**src/verilog/pcr_regs.svh**
```systemverilog
// Offsets, field positions and reset values of the capability registers.
`ifndef PCR_REGS_SVH
`define PCR_REGS_SVH

// ****************************************************************
// Byte offsets on the register bus
// ****************************************************************
`define PCR_OFS_CAP_HDR   8'h40
`define PCR_OFS_DEV_CAP   8'h44
`define PCR_OFS_WR_LOCK   8'hfc

// ****************************************************************
// Capability header field positions
// ****************************************************************
`define PCR_CAPABILITY_IDENTIFIER_LSB     0
`define PCR_NEXT_CAPABILITY_POINTER_LSB    8
`define PCR_VERSION_LSB   16
`define PCR_PTYPE_LSB     20
`define PCR_SLOT_BIT      24
`define PCR_IMSGNUM_LSB   25
`define PCR_TCROUTE_BIT   30

// ****************************************************************
// Device capabilities field positions
// ****************************************************************
`define PCR_MPAY_LSB      0
`define PCR_XTAG_BIT      5
`define PCR_RBER_BIT      15
`define PCR_PLVAL_LSB     18
`define PCR_PLSCALE_LSB   26

// ****************************************************************
// Fixed and reset values
// ****************************************************************
`define PCR_CAPABILITY_IDENTIFIER_VAL     8'h10
`define PCR_NEXT_CAPABILITY_POINTER_RST    8'hc0
`define PCR_VERSION_RST   4'h1
`define PCR_PTYPE_UP      4'h5
`define PCR_PTYPE_DN      4'h6
`define PCR_TCROUTE_RST   1'b1
`define PCR_TCROUTE_COMPAT 1'b0
`define PCR_MPAY_RST      3'h4
`define PCR_XTAG_RST      1'b1
`define PCR_RBER_VAL      1'b1
`define PCR_SLOT_RST      1'b0
`define PCR_UNLOCK_RST    1'b0

`endif

```
**src/verilog/pcr_pkg.sv**
```systemverilog
// Types shared by the capability register block.
package pcr_pkg;

  // ****************************************************************
  // Bus request and slot power message carriers
  // ****************************************************************
  typedef struct packed {
    logic        read;
    logic        write;
    logic [7:0]  address;
    logic [31:0] writedata;
    logic [3:0]  byteenable;
  } pcr_av_req_t;

  typedef struct packed {
    logic       valid;
    logic [7:0] value;
    logic [1:0] scale;
  } pcr_spl_msg_t;

endpackage

```
**src/verilog/pcr_top.sv**
```systemverilog
// Capability header and device capabilities registers for one switch port.
//
// The implementer's own choice: register access over Avalon-MM.
`timescale 1ns/1ps
`include "pcr_regs.svh"

module pcr_top
  import pcr_pkg::*;
#(
  parameter bit IS_UPSTREAM  = 1'b1,
  parameter bit COMPAT_1P1   = 1'b0
) (
  input  wire logic         clk_i,
  input  wire logic         reset_i,
  input  wire pcr_av_req_t  av_req_i,
  input  wire pcr_spl_msg_t spl_msg_i,
  output logic [31:0]       av_readdata_o,
  output logic              av_waitrequest_o
);

  // ****************************************************************
  // State
  // ****************************************************************
  logic        waitreq_reg,  waitreq_next;
  logic [31:0] rdata_reg,    rdata_next;
  logic [7:0]  next_capability_pointer_reg,   next_capability_pointer_next;
  logic [3:0]  version_reg,  version_next;
  logic        slot_reg,     slot_next;
  logic        tcroute_reg,  tcroute_next;
  logic [2:0]  mpay_reg,     mpay_next;
  logic        xtag_reg,     xtag_next;
  logic [7:0]  plval_reg,    plval_next;
  logic [1:0]  plscale_reg,  plscale_next;
  logic        unlock_reg,   unlock_next;

  logic [31:0] cap_img;
  logic [31:0] dcap_img;
  logic [31:0] lock_img;
  logic [31:0] byte_mask;
  logic [31:0] cap_wr;
  logic [31:0] dcap_wr;
  logic        take;
  logic        wr_take;
  logic        hit_cap;
  logic        hit_dcap;
  logic        hit_lock;

  // The traffic class default depends on the compatibility mode, the port type on the port role.
  localparam logic TCROUTE_INIT =
    COMPAT_1P1 ? `PCR_TCROUTE_COMPAT : `PCR_TCROUTE_RST;
  localparam logic [3:0] PTYPE_VAL =
    IS_UPSTREAM ? `PCR_PTYPE_UP : `PCR_PTYPE_DN;

  // ****************************************************************
  // Byte lane mask
  // ****************************************************************
  // Each byte enable opens its eight data bits for a write.
  genvar gb;
  generate
    for (gb = 0; gb < 4; gb++) begin : g_lane
      assign byte_mask[gb*8 +: 8] = {8{av_req_i.byteenable[gb]}};
    end
  endgenerate

  // ****************************************************************
  // Address decode and access qualification
  // ****************************************************************
  // A request is served on the single cycle that waitrequest is low.
  assign take     = (av_req_i.read | av_req_i.write) & ~waitreq_reg;
  assign wr_take  = take & av_req_i.write;
  assign hit_cap  = av_req_i.address == `PCR_OFS_CAP_HDR;
  assign hit_dcap = av_req_i.address == `PCR_OFS_DEV_CAP;
  assign hit_lock = av_req_i.address == `PCR_OFS_WR_LOCK;

  // ****************************************************************
  // Read images
  // ****************************************************************
  // Unused bits stay zero, so reserved fields read zero by construction.
  always_comb begin
    cap_img = 32'h0000_0000;
    cap_img[`PCR_CAPABILITY_IDENTIFIER_LSB +: 8]   = `PCR_CAPABILITY_IDENTIFIER_VAL;
    cap_img[`PCR_NEXT_CAPABILITY_POINTER_LSB +: 8]  = next_capability_pointer_reg;
    cap_img[`PCR_VERSION_LSB +: 4] = version_reg;
    cap_img[`PCR_PTYPE_LSB +: 4]   = PTYPE_VAL;
    cap_img[`PCR_SLOT_BIT]         = slot_reg;
    cap_img[`PCR_IMSGNUM_LSB +: 5] = 5'h00;
    cap_img[`PCR_TCROUTE_BIT]      = tcroute_reg;
    dcap_img = 32'h0000_0000;
    dcap_img[`PCR_MPAY_LSB +: 3]   = mpay_reg;
    dcap_img[`PCR_XTAG_BIT]        = xtag_reg;
    dcap_img[`PCR_RBER_BIT]        = `PCR_RBER_VAL;
    dcap_img[`PCR_PLVAL_LSB +: 8]  = plval_reg;
    dcap_img[`PCR_PLSCALE_LSB +: 2] = plscale_reg;
    lock_img = {31'h0000_0000, unlock_reg};
  end
  // Latency and indicator fields are left at zero in dcap_img.

  // Merge the enabled byte lanes of the write data into the current image.
  assign cap_wr  = (cap_img & ~byte_mask) | (av_req_i.writedata & byte_mask);
  assign dcap_wr = (dcap_img & ~byte_mask) |
                   (av_req_i.writedata & byte_mask);

  // ****************************************************************
  // Bus handshake and read data
  // ****************************************************************
  // Waitrequest drops for exactly one cycle per request, which gives a
  // fixed two-cycle access; an unmapped read answers zero.
  always_comb begin
    waitreq_next = 1'b1;
    if (waitreq_reg && (av_req_i.read || av_req_i.write)) begin
      waitreq_next = 1'b0;
    end
    rdata_next = rdata_reg;
    if (waitreq_reg && av_req_i.read) begin
      if (hit_cap) begin
        rdata_next = cap_img;
      end else if (hit_dcap) begin
        rdata_next = dcap_img;
      end else if (hit_lock) begin
        rdata_next = lock_img;
      end else begin
        rdata_next = 32'h0000_0000;
      end
    end
  end

  always_ff @(posedge clk_i or posedge reset_i) begin
    if (reset_i) begin
      waitreq_reg <= 1'b1;
      rdata_reg   <= 32'h0000_0000;
    end else begin
      waitreq_reg <= waitreq_next;
      rdata_reg   <= rdata_next;
    end
  end

  assign av_waitrequest_o = waitreq_reg;
  assign av_readdata_o    = rdata_reg;

  // ****************************************************************
  // Lockable fields and write lock
  // ****************************************************************
  // Writes to the lockable fields are dropped silently while locked,
  // so software must open the lock before reprogramming defaults.
  always_comb begin
    next_capability_pointer_next  = next_capability_pointer_reg;
    version_next = version_reg;
    slot_next    = slot_reg;
    tcroute_next = tcroute_reg;
    mpay_next    = mpay_reg;
    xtag_next    = xtag_reg;
    unlock_next  = unlock_reg;
    if (wr_take && hit_lock && av_req_i.byteenable[0]) begin
      unlock_next = av_req_i.writedata[0];
    end
    if (wr_take && unlock_reg && hit_cap) begin
      next_capability_pointer_next  = cap_wr[`PCR_NEXT_CAPABILITY_POINTER_LSB +: 8];
      version_next = cap_wr[`PCR_VERSION_LSB +: 4];
      slot_next    = cap_wr[`PCR_SLOT_BIT];
      tcroute_next = cap_wr[`PCR_TCROUTE_BIT];
    end
    if (wr_take && unlock_reg && hit_dcap) begin
      mpay_next = dcap_wr[`PCR_MPAY_LSB +: 3];
      xtag_next = dcap_wr[`PCR_XTAG_BIT];
    end
  end

  always_ff @(posedge clk_i or posedge reset_i) begin
    if (reset_i) begin
      next_capability_pointer_reg  <= `PCR_NEXT_CAPABILITY_POINTER_RST;
      version_reg <= `PCR_VERSION_RST;
      slot_reg    <= `PCR_SLOT_RST;
      tcroute_reg <= TCROUTE_INIT;
      mpay_reg    <= `PCR_MPAY_RST;
      xtag_reg    <= `PCR_XTAG_RST;
      unlock_reg  <= `PCR_UNLOCK_RST;
    end else begin
      next_capability_pointer_reg  <= next_capability_pointer_next;
      version_reg <= version_next;
      slot_reg    <= slot_next;
      tcroute_reg <= tcroute_next;
      mpay_reg    <= mpay_next;
      xtag_reg    <= xtag_next;
      unlock_reg  <= unlock_next;
    end
  end

  // ****************************************************************
  // Slot power limit capture
  // ****************************************************************
  // Only the upstream port receives the message; downstream the fields
  // are tied so that a stray message cannot leave stale power data.
  always_comb begin
    plval_next   = plval_reg;
    plscale_next = plscale_reg;
    if (!IS_UPSTREAM) begin
      plval_next   = 8'h00;
      plscale_next = 2'h0;
    end else if (spl_msg_i.valid) begin
      plval_next   = spl_msg_i.value;
      plscale_next = spl_msg_i.scale;
    end
  end

  always_ff @(posedge clk_i or posedge reset_i) begin
    if (reset_i) begin
      plval_reg   <= 8'h00;
      plscale_reg <= 2'h0;
    end else begin
      plval_reg   <= plval_next;
      plscale_reg <= plscale_next;
    end
  end
endmodule
```
**config.mk**
```make
export PLATFORM = sky130hd
export DESIGN_NAME = pcr_top
export DESIGN_NICKNAME = d
export VERILOG_FILES = /design/src/verilog/pcr_pkg.sv /design/src/verilog/pcr_top.sv
export VERILOG_INCLUDE_DIRS = /design/src /design/src/verilog
export SDC_FILE = /design/constraint.sdc
export NUM_CORES = 1
export LEC_CHECK = 0
export BUFFER_PORTS_ARGS = -buffer_cell sky130_fd_sc_hd__buf_2
export CORE_MARGIN = 1.5
export CORE_UTILIZATION = 45
export DETAILED_ROUTE_END_ITERATION = 16
export PLACE_DENSITY = 0.79
export RECOVER_POWER = 100
export SYNTH_ARGS = -nofsm -noshare
export SYNTH_HDL_FRONTEND = slang
export SYNTH_SLANG_ARGS = --single-unit
```
**constraint.sdc**
```tcl
create_clock -name clk_i -period 4.3 [get_ports clk_i]
set_input_delay 0.645 -clock clk_i [delete_from_list [all_inputs] [get_ports clk_i]]
set_output_delay 0.645 -clock clk_i [all_outputs]
set_load 0.01 [all_outputs]
```
==> impl_metrics.toml, run 1 <==
[outcome]
outcome = "finished, violations left"
violations = "capacitance limit, slew limit"

[worst_setup_path]
required_ns = 4.50
path_buf_inv = 1
critPathLaunch = "av_req_i[38]"
critPathLaunchType = "input pin"
ff2ff_path_depth = 4
path_class = "input pin to register"
worstPathArrival_ns = 2.84
cp.depth = 5
reg2reg_slack_ns = 1.91
crit_chain = "clkbuf_1 > or3_1 > nor4_1 > nand2_1 > mux2_1"
path_max_fanout = 9
slowest_stage = "nor4_1"
critPathMaxStageDelay_ns = 0.90
critical-path-top-delay-family = "simple AND/OR/NAND/NOR gates"
timing.rr.start = "unlock_reg"
cp-end-kind = "register"

[finish]
diodes = 0
fin_area_um2 = 2740
area_growth_pct = 16.3
finish.utilization_pct = 54.1
final_nets = 329
drive_gt1_share_pct = 26.6
fillers = 499
multi_input_area_um2 = 838
final_common_cell = "dfrtp_1"
seqCellArea_um2 = 1410
layout_common_cells = "49 x dfrtp_1, 48 x nand2_1, 42 x buf_2"

[clock_tree]
numCtsBuffers = 5
clock-sinks = 56
htreeDepth = 2
cts.hold.buffers_added = 0
path_clk_slew_ns = 0.09
cts_tree = "yes"
insertion_delay_ns = 0.30
cts_setup_buffers = 0
clockBufferDepth = 2
post_cts_resized = 0
root_buffer = "clkbuf_8"

[timing]
max_slew_margin_pct = -34.8
setup_tns_ns = 0
hold_violations = 0
max_freq_mhz = 378
rsz0062_at_grt = "no"
skew_ns = 0.00375
post-route-period-util_pct = 61.4
final_max_slew_viol_count = 57
whs_ns = 0.486
period_minus_slack_ns = 2.64
setup_viol_count_final = 0
worst_pin_slew_ns = 2.02

[placed_design]
gp_routability_congestion = 0.829
placed_cell_area_um2 = 2750
place.port_buffers = 71
hpwl_um = 3190

[floorplanning]
start_util_pct = 46.5
fp.dieH_um = 75.4
core_area_um2 = 5070
dieArea_um2 = 5690
die_width_um = 75.4
boundaryPins = 92
rows = 26

[global_route]
grt-ovfl-total = 0
grt_pass1_wl_um = 7250
grtUsageTotal_pct = 17.0
grt_max_degree = 57
antenna_found_initial = 0
grt_pass1_vias = 1566

[routing]
drt_iter0_drc = 52
wire_per_inst_um = 13.3
routed_wl_um = 4550
dr.pass1.iters = 4
viasPerCell = 4.91
antenna_left = 0
vias = 1676
drc_errors = 0

[logic_synthesis]
synth_area_um2 = 2360
synth-seq-cells = 56
synth_cells = 201
ys_warn_count = 0
synth_cell_types = 27
yosysSeqAreaShare_pct = 59.8
avgSynthCellArea_um2 = 11.7

[power_and_ir_drop]
power_density_nw_per_um2 = 324
leakage_nw = 1.28
vdd_drop_max_v = 0.000195

[run]
drv_cap = 1

[min_path]
min-delay-path-class = "register to register"
-- power breakdown --
group,internal [mW],switching [mW],total [mW],leakage [nW]
logic,0.0278,0.0431,0.0709,0.509
registers,0.538,0.00576,0.544,0.734
clock network,0.115,0.160,0.275,0.0422
total,0.681,0.209,0.890,1.28
-- synthesized netlist by cell type --
cell type | n | share of area, %
o31ai_1 | 3 | 0.95
and4_1 | 1 | 0.37
nand2_1 | 48 | 7.6
a32oi_1 | 1 | 0.37
mux2i_1 | 3 | 1.3
nand2_4 | 1 | 0.48
o21ai_0 | 27 | 5.7
nand2_2 | 1 | 0.27
nor2_1 | 1 | 0.16
clkbuf_1 | 7 | 1.1
conb_1 | 1 | 0.16
buf_4 | 6 | 1.9
nor3_2 | 1 | 0.42
mux2_1 | 6 | 2.9
nor4_1 | 1 | 0.27
dfrtp_1 | 49 | 52
nand3_1 | 5 | 1.1
dfstp_2 | 7 | 7.8
inv_1 | 2 | 0.32
mux2_4 | 8 | 5.1
or3_1 | 1 | 0.27
mux2_2 | 15 | 7.2
and2_1 | 1 | 0.27
or3b_1 | 2 | 0.74
nand2b_1 | 1 | 0.27
nor4_4 | 1 | 0.90
buf_2 | 1 | 0.21
-- cell families (layout without fill, tap and decap cells) --
kind of cell | after synthesis | after routing | synth area share [%]
other | 1 | 6 | 0.159
DFF | 56 | 56 | 59.8
buffers and inverters | 16 | 81 | 3.55
AOI/OAI and AO/OA | 31 | 31 | 7.05
muxes | 32 | 32 | 16.4
and+or+nand+nor | 65 | 65 | 13.1
-- how the worst min path moves through the flow --
stage / start / end / cells past startpoint
2_1_floorplan: register / register / 1
3_3_place_gp: av_readdata_o[14] / av_readdata_o[14] / 2
3_5_place_dp: av_readdata_o[14] / av_readdata_o[14] / 2
4_1_cts: av_req_i[44] / av_waitrequest_o / 2
5_1_grt: av_req_i[44] / av_waitrequest_o / 2
6_report: av_readdata_o[19] / av_readdata_o[19] / 2
-- worst min-delay path: cells and delay by family, from the launching register on --
kind,cells,cell delay (ns)
AO/OA/AOI/OAI,1,0.06
AND/OR/NAND/NOR,1,0.05
flip-flops,1,0.35
-- layout make-up --
class	count	area share, %
inverters	2	0.274
clock buffers	7	2.78
flip-flops and latches	56	51.4
repair buffers	71	11.6
multi-input cells	134	30.6
well taps	70	3.19
clock inverters	1	0.182
-- layer usage --
layer  track usage (%)  vias up  routed length, um
met5                 0        -                  0
met2              28.3       62               2170
met3              4.63        6                281
li1                  -      811                  -
met4              5.75        0                 59
met1              21.4      797               2040
-- per-stage QoR --
stage	power, mW	setup WS, ns	cells
global placement	0.628	1.96	333
detailed placement	0.630	1.95	333
floorplan	0.600	2.18	206
global route	0.930	1.51	341
finish	0.890	1.66	341
CTS	0.903	2.28	341
No activity file was read; power rests on OpenSTA's default activity.
==> run 2: changes to the inputs <==
- CORE_UTILIZATION: 45 -> 43
- clock period: 4.3 -> 2.4 ns (I/O delays scaled with it)
==> run 2 against run 1 <==
- the flow now finishes without violations
- sequential power is 79% higher
- hold slack worse by 0.25 ns
- power is 83% higher
- clock power is 87% higher
- non-clock buffer count is 4 higher
- die area is 4.5% higher
- final cell count is 1.2% higher
- setup slack worse by 1.2 ns
- cell area is 1.7% higher
- flip-flop and latch count stayed put
==> impl_metrics.toml, run 2 (same netlist as run 1, synthesis figures left out) <==
[worst_setup_path]
cp.depth = 4
timing.rr.start = "unlock_reg"
critPathMaxStageDelay_ns = 0.44
path_class = "register to register"
reg2reg_slack_ns = 0.48
path_max_fanout = 4
worstPathArrival_ns = 2.11
critPathLaunchType = "register"
critPathLaunch = "unlock_reg"
ff2ff_path_depth = 4
cp-end-kind = "register"
required_ns = 2.59
critical-path-top-delay-family = "simple AND/OR/NAND/NOR gates"
slowest_stage = "nor4_4"
path_buf_inv = 0
crit_chain = "or3b_1 > nor4_4 > nand2_1 > mux2_1"

[routing]
antenna_left = 0
vias = 1659
drc_errors = 0
drt_iter0_drc = 36
routed_wl_um = 4840
viasPerCell = 4.81
wire_per_inst_um = 14.0
dr.pass1.iters = 4

[timing]
whs_ns = 0.239
final_max_slew_viol_count = 0
period_minus_slack_ns = 1.92
setup_viol_count_final = 0
hold_violations = 0
max_freq_mhz = 521
post-route-period-util_pct = 80.0
max_slew_margin_pct = 34.2
worst_pin_slew_ns = 0.986
setup_tns_ns = 0
skew_ns = 0.00482
rsz0062_at_grt = "no"

[floorplanning]
boundaryPins = 92
start_util_pct = 45.3
rows = 26
fp.dieH_um = 77.1
dieArea_um2 = 5940
die_width_um = 77.1
core_area_um2 = 5200

[global_route]
grt-ovfl-total = 0
grt_pass1_wl_um = 7940
antenna_found_initial = 0
grt_pass1_vias = 1625
grt_max_degree = 31
grtUsageTotal_pct = 17.1

[placed_design]
place.port_buffers = 71
gp_routability_congestion = 0.821
dp_cells = 337
placed_cell_area_um2 = 2800
hpwl_um = 3590

[clock_tree]
cts_tree = "yes"
post_cts_resized = 0
clock-sinks = 56
clockBufferDepth = 2
cts_setup_buffers = 0
root_buffer = "clkbuf_8"
numCtsBuffers = 5
path_clk_slew_ns = 0.09
htreeDepth = 2
insertion_delay_ns = 0.30
cts.hold.buffers_added = 0

[power_and_ir_drop]
leakage_nw = 1.32
vdd_drop_max_v = 0.000287
p_total_mw = 1.63
power_density_nw_per_um2 = 583

[run]
drv_cap = 0

[outcome]
outcome = "finished clean"

[finish]
area_growth_pct = 18.2
final_cells = 345
multi_input_area_um2 = 851
diodes = 0
drive_gt1_share_pct = 27.6
fin_area_um2 = 2790
fillers = 520
layout_common_cells = "49 x nand2_1, 49 x dfrtp_1, 43 x buf_2"
seqCellArea_um2 = 1410
final_nets = 333

[min_path]
min-delay-path-class = "input pin to register"
[run 2: per-stage QoR]
| step | setup slack (ns) | utilization (%) |
|---|---|---|
| 6_report | 0.481 | 53.6 |
| 5_1_grt | 0.312 | 53.6 |
| 4_1_cts | 0.498 | 55.5 |
| 3_5_place_dp | 0.339 | 53.8 |
| 3_3_place_gp | 0.357 | 53.8 |
| 2_1_floorplan | 0.563 | - |
[run 2: layout make-up]
cell class	count	area share, %
Multi-Input combinational cell	134	30.5
Timing Repair Buffer	75	12.3
Clock buffer	8	3.23
Inverter	2	0.269
Tap cell	70	3.14
Sequential cell	56	50.5
[run 2: how the worst min path moves through the flow]
stage	startpoint	end	slack (ns)	depth (start not counted)
final	av_req_i[44]	av_waitrequest_o	0.24	2
after CTS	reset_i	av_readdata_o[16]	0.12	2
after floorplan	av_req_i[44]	av_waitrequest_o	0.42	1
after detailed placement	reset_i	av_readdata_o[16]	0.46	2
after global placement	reset_i	av_readdata_o[4]	0.45	2
after global routing	av_req_i[44]	av_waitrequest_o	0.22	2
[run 2: per-layer routing]
layer | global-route usage (%) | vias to the layer above | wire length (um)
met5 | 0 | - | 0
met4 | 3.45 | 0 | 17
met3 | 4.05 | 2 | 271
met2 | 28.7 | 61 | 2350
met1 | 22.8 | 778 | 2210
li1 | - | 818 | -
[run 2: power by group]
group	total (mW)	internal [mW]	switching, mW
logic	0.136	0.0540	0.0819
clock network	0.514	0.236	0.278
registers	0.976	0.964	0.0115
==> run 3: changes to the inputs <==
- CORE_UTILIZATION: 43 -> 45
- clock period: 2.4 -> 1.95 ns (I/O delays scaled with it)
==> run 3 against run 2 <==
- first-iteration DRC count grew to 2.6 times the previous value
- routed wire length shrank 3.7%
- final cell count grew 0.29%
- fmax increased by 6.5%
- combinational power grew 23%
- register-to-register slack lost 0.33 ns
- setup slack got worse by 0.33 ns
- sequential power rose by 23%
- clock skew is essentially flat
- core utilization up 1.6 points
- critical path type unchanged
- largest power group unchanged
==> impl_metrics.toml, run 3 (same netlist as run 1, synthesis figures left out) <==
[outcome]
outcome = "finished clean"

[floorplanning]
start_util_pct = 46.5
core_area_um2 = 5070
rows = 26
fp.dieH_um = 75.4
die_width_um = 75.4
boundaryPins = 92
dieArea_um2 = 5690

[clock_tree]
clockBufferDepth = 2
cts_setup_buffers = 0
cts.hold.buffers_added = 0
clock-sinks = 56
insertion_delay_ns = 0.30
path_clk_slew_ns = 0.09
root_buffer = "clkbuf_8"
numCtsBuffers = 5
htreeDepth = 2
post_cts_resized = 0
cts_tree = "yes"

[routing]
vias = 1679
drt_iter0_drc = 93
viasPerCell = 4.85
routed_wl_um = 4660
wire_per_inst_um = 13.5
dr.pass1.iters = 4
drc_errors = 0
antenna_left = 0

[power_and_ir_drop]
leakage_nw = 1.33
vdd_drop_max_v = 0.000364
power_density_nw_per_um2 = 717

[global_route]
grt-ovfl-total = 0
grt_max_degree = 57
grt_pass1_vias = 1590
grtUsageTotal_pct = 16.9
grt_pass1_wl_um = 7210
antenna_found_initial = 0

[timing]
post-route-period-util_pct = 92.4
max_slew_margin_pct = 9.34
worst_pin_slew_ns = 1.36
setup_slack_ns = 0.148
whs_ns = 0.156
setup_viol_count_final = 0
final_max_slew_viol_count = 0
skew_ns = 0.00500
hold_violations = 0
period_minus_slack_ns = 1.80
max_freq_mhz = 555
rsz0062_at_grt = "no"

[worst_setup_path]
path_class = "register to register"
crit_chain = "or3b_1 > nor4_4 > nand2_1 > mux2_1"
path_buf_inv = 0
reg2reg_slack_ns = 0.15
ff2ff_path_depth = 4
cp-end-kind = "register"
worstPathArrival_ns = 1.99
slowest_stage = "or3b_1"
critical-path-top-delay-family = "simple AND/OR/NAND/NOR gates"
cp.depth = 4
path_max_fanout = 4
critPathMaxStageDelay_ns = 0.40
timing.rr.start = "unlock_reg"
required_ns = 2.14
critPathLaunchType = "register"

[min_path]
holdPathEnd = "av_waitrequest_o"
whs_path_depth = 2
min-delay-path-class = "input pin to register"
worstHoldStart = "av_req_i[44]"

[finish]
final_nets = 334
multi_input_area_um2 = 853
fillers = 499
diodes = 0
drive_gt1_share_pct = 29.3
area_growth_pct = 18.7
final_cells = 346
seqCellArea_um2 = 1410
final_common_cell = "dfrtp_1"
layout_common_cells = "49 x dfrtp_1, 48 x nand2_1, 44 x buf_2"

[placed_design]
hpwl_um = 3330
gp_routability_congestion = 0.828
place_ws_ns = -0.00951
place.port_buffers = 71
dp_cells = 338

[run]
drv_cap = 0
## run 3: per-layer routing
layer	wire (um)	GRT usage (%)
met1	2150	22.5
met2	2240	27.9
met3	245	4.23
met4	25	4.17
met5	0	0
## run 3: per-stage QoR
stage | TNS [ns] | total power [mW] | utilization, % | instance area, um2
after floorplan | 0 | 1.32 | - | 2380
after global placement | 0 | 1.40 | 55.1 | 2800
after detailed placement | -0.0370 | 1.40 | 55.1 | 2800
after CTS | 0 | 2.06 | 56.9 | 2890
after global routing | 0 | 2.10 | 55.2 | 2800
final | 0 | 2.01 | 55.2 | 2800
## run 3: area by class of cell
| cell class | count | area share (%) |
|---|---|---|
| flip-flops and latches | 56 | 50.3 |
| inverters | 2 | 0.268 |
| clock inverters | 2 | 0.357 |
| multi-input cells | 134 | 30.5 |
| repair buffers | 76 | 12.5 |
| well taps | 70 | 3.13 |
| clock buffers | 6 | 2.95 |
## run 3: worst max path at each step
stage	from	to	slack [ns]
floorplan	av_req_i[38]	register	0.18
global placement	av_req_i[39]	register	0.001
detailed placement	av_req_i[39]	register	-0.01
CTS	unlock_reg	register	0.09
global route	unlock_reg	register	0.003
finish	unlock_reg	register	0.15
## run 3: power by group
group	switching, mW	internal, mW
logic	0.0998	0.0676
registers	0.0132	1.19
clock network	0.357	0.284
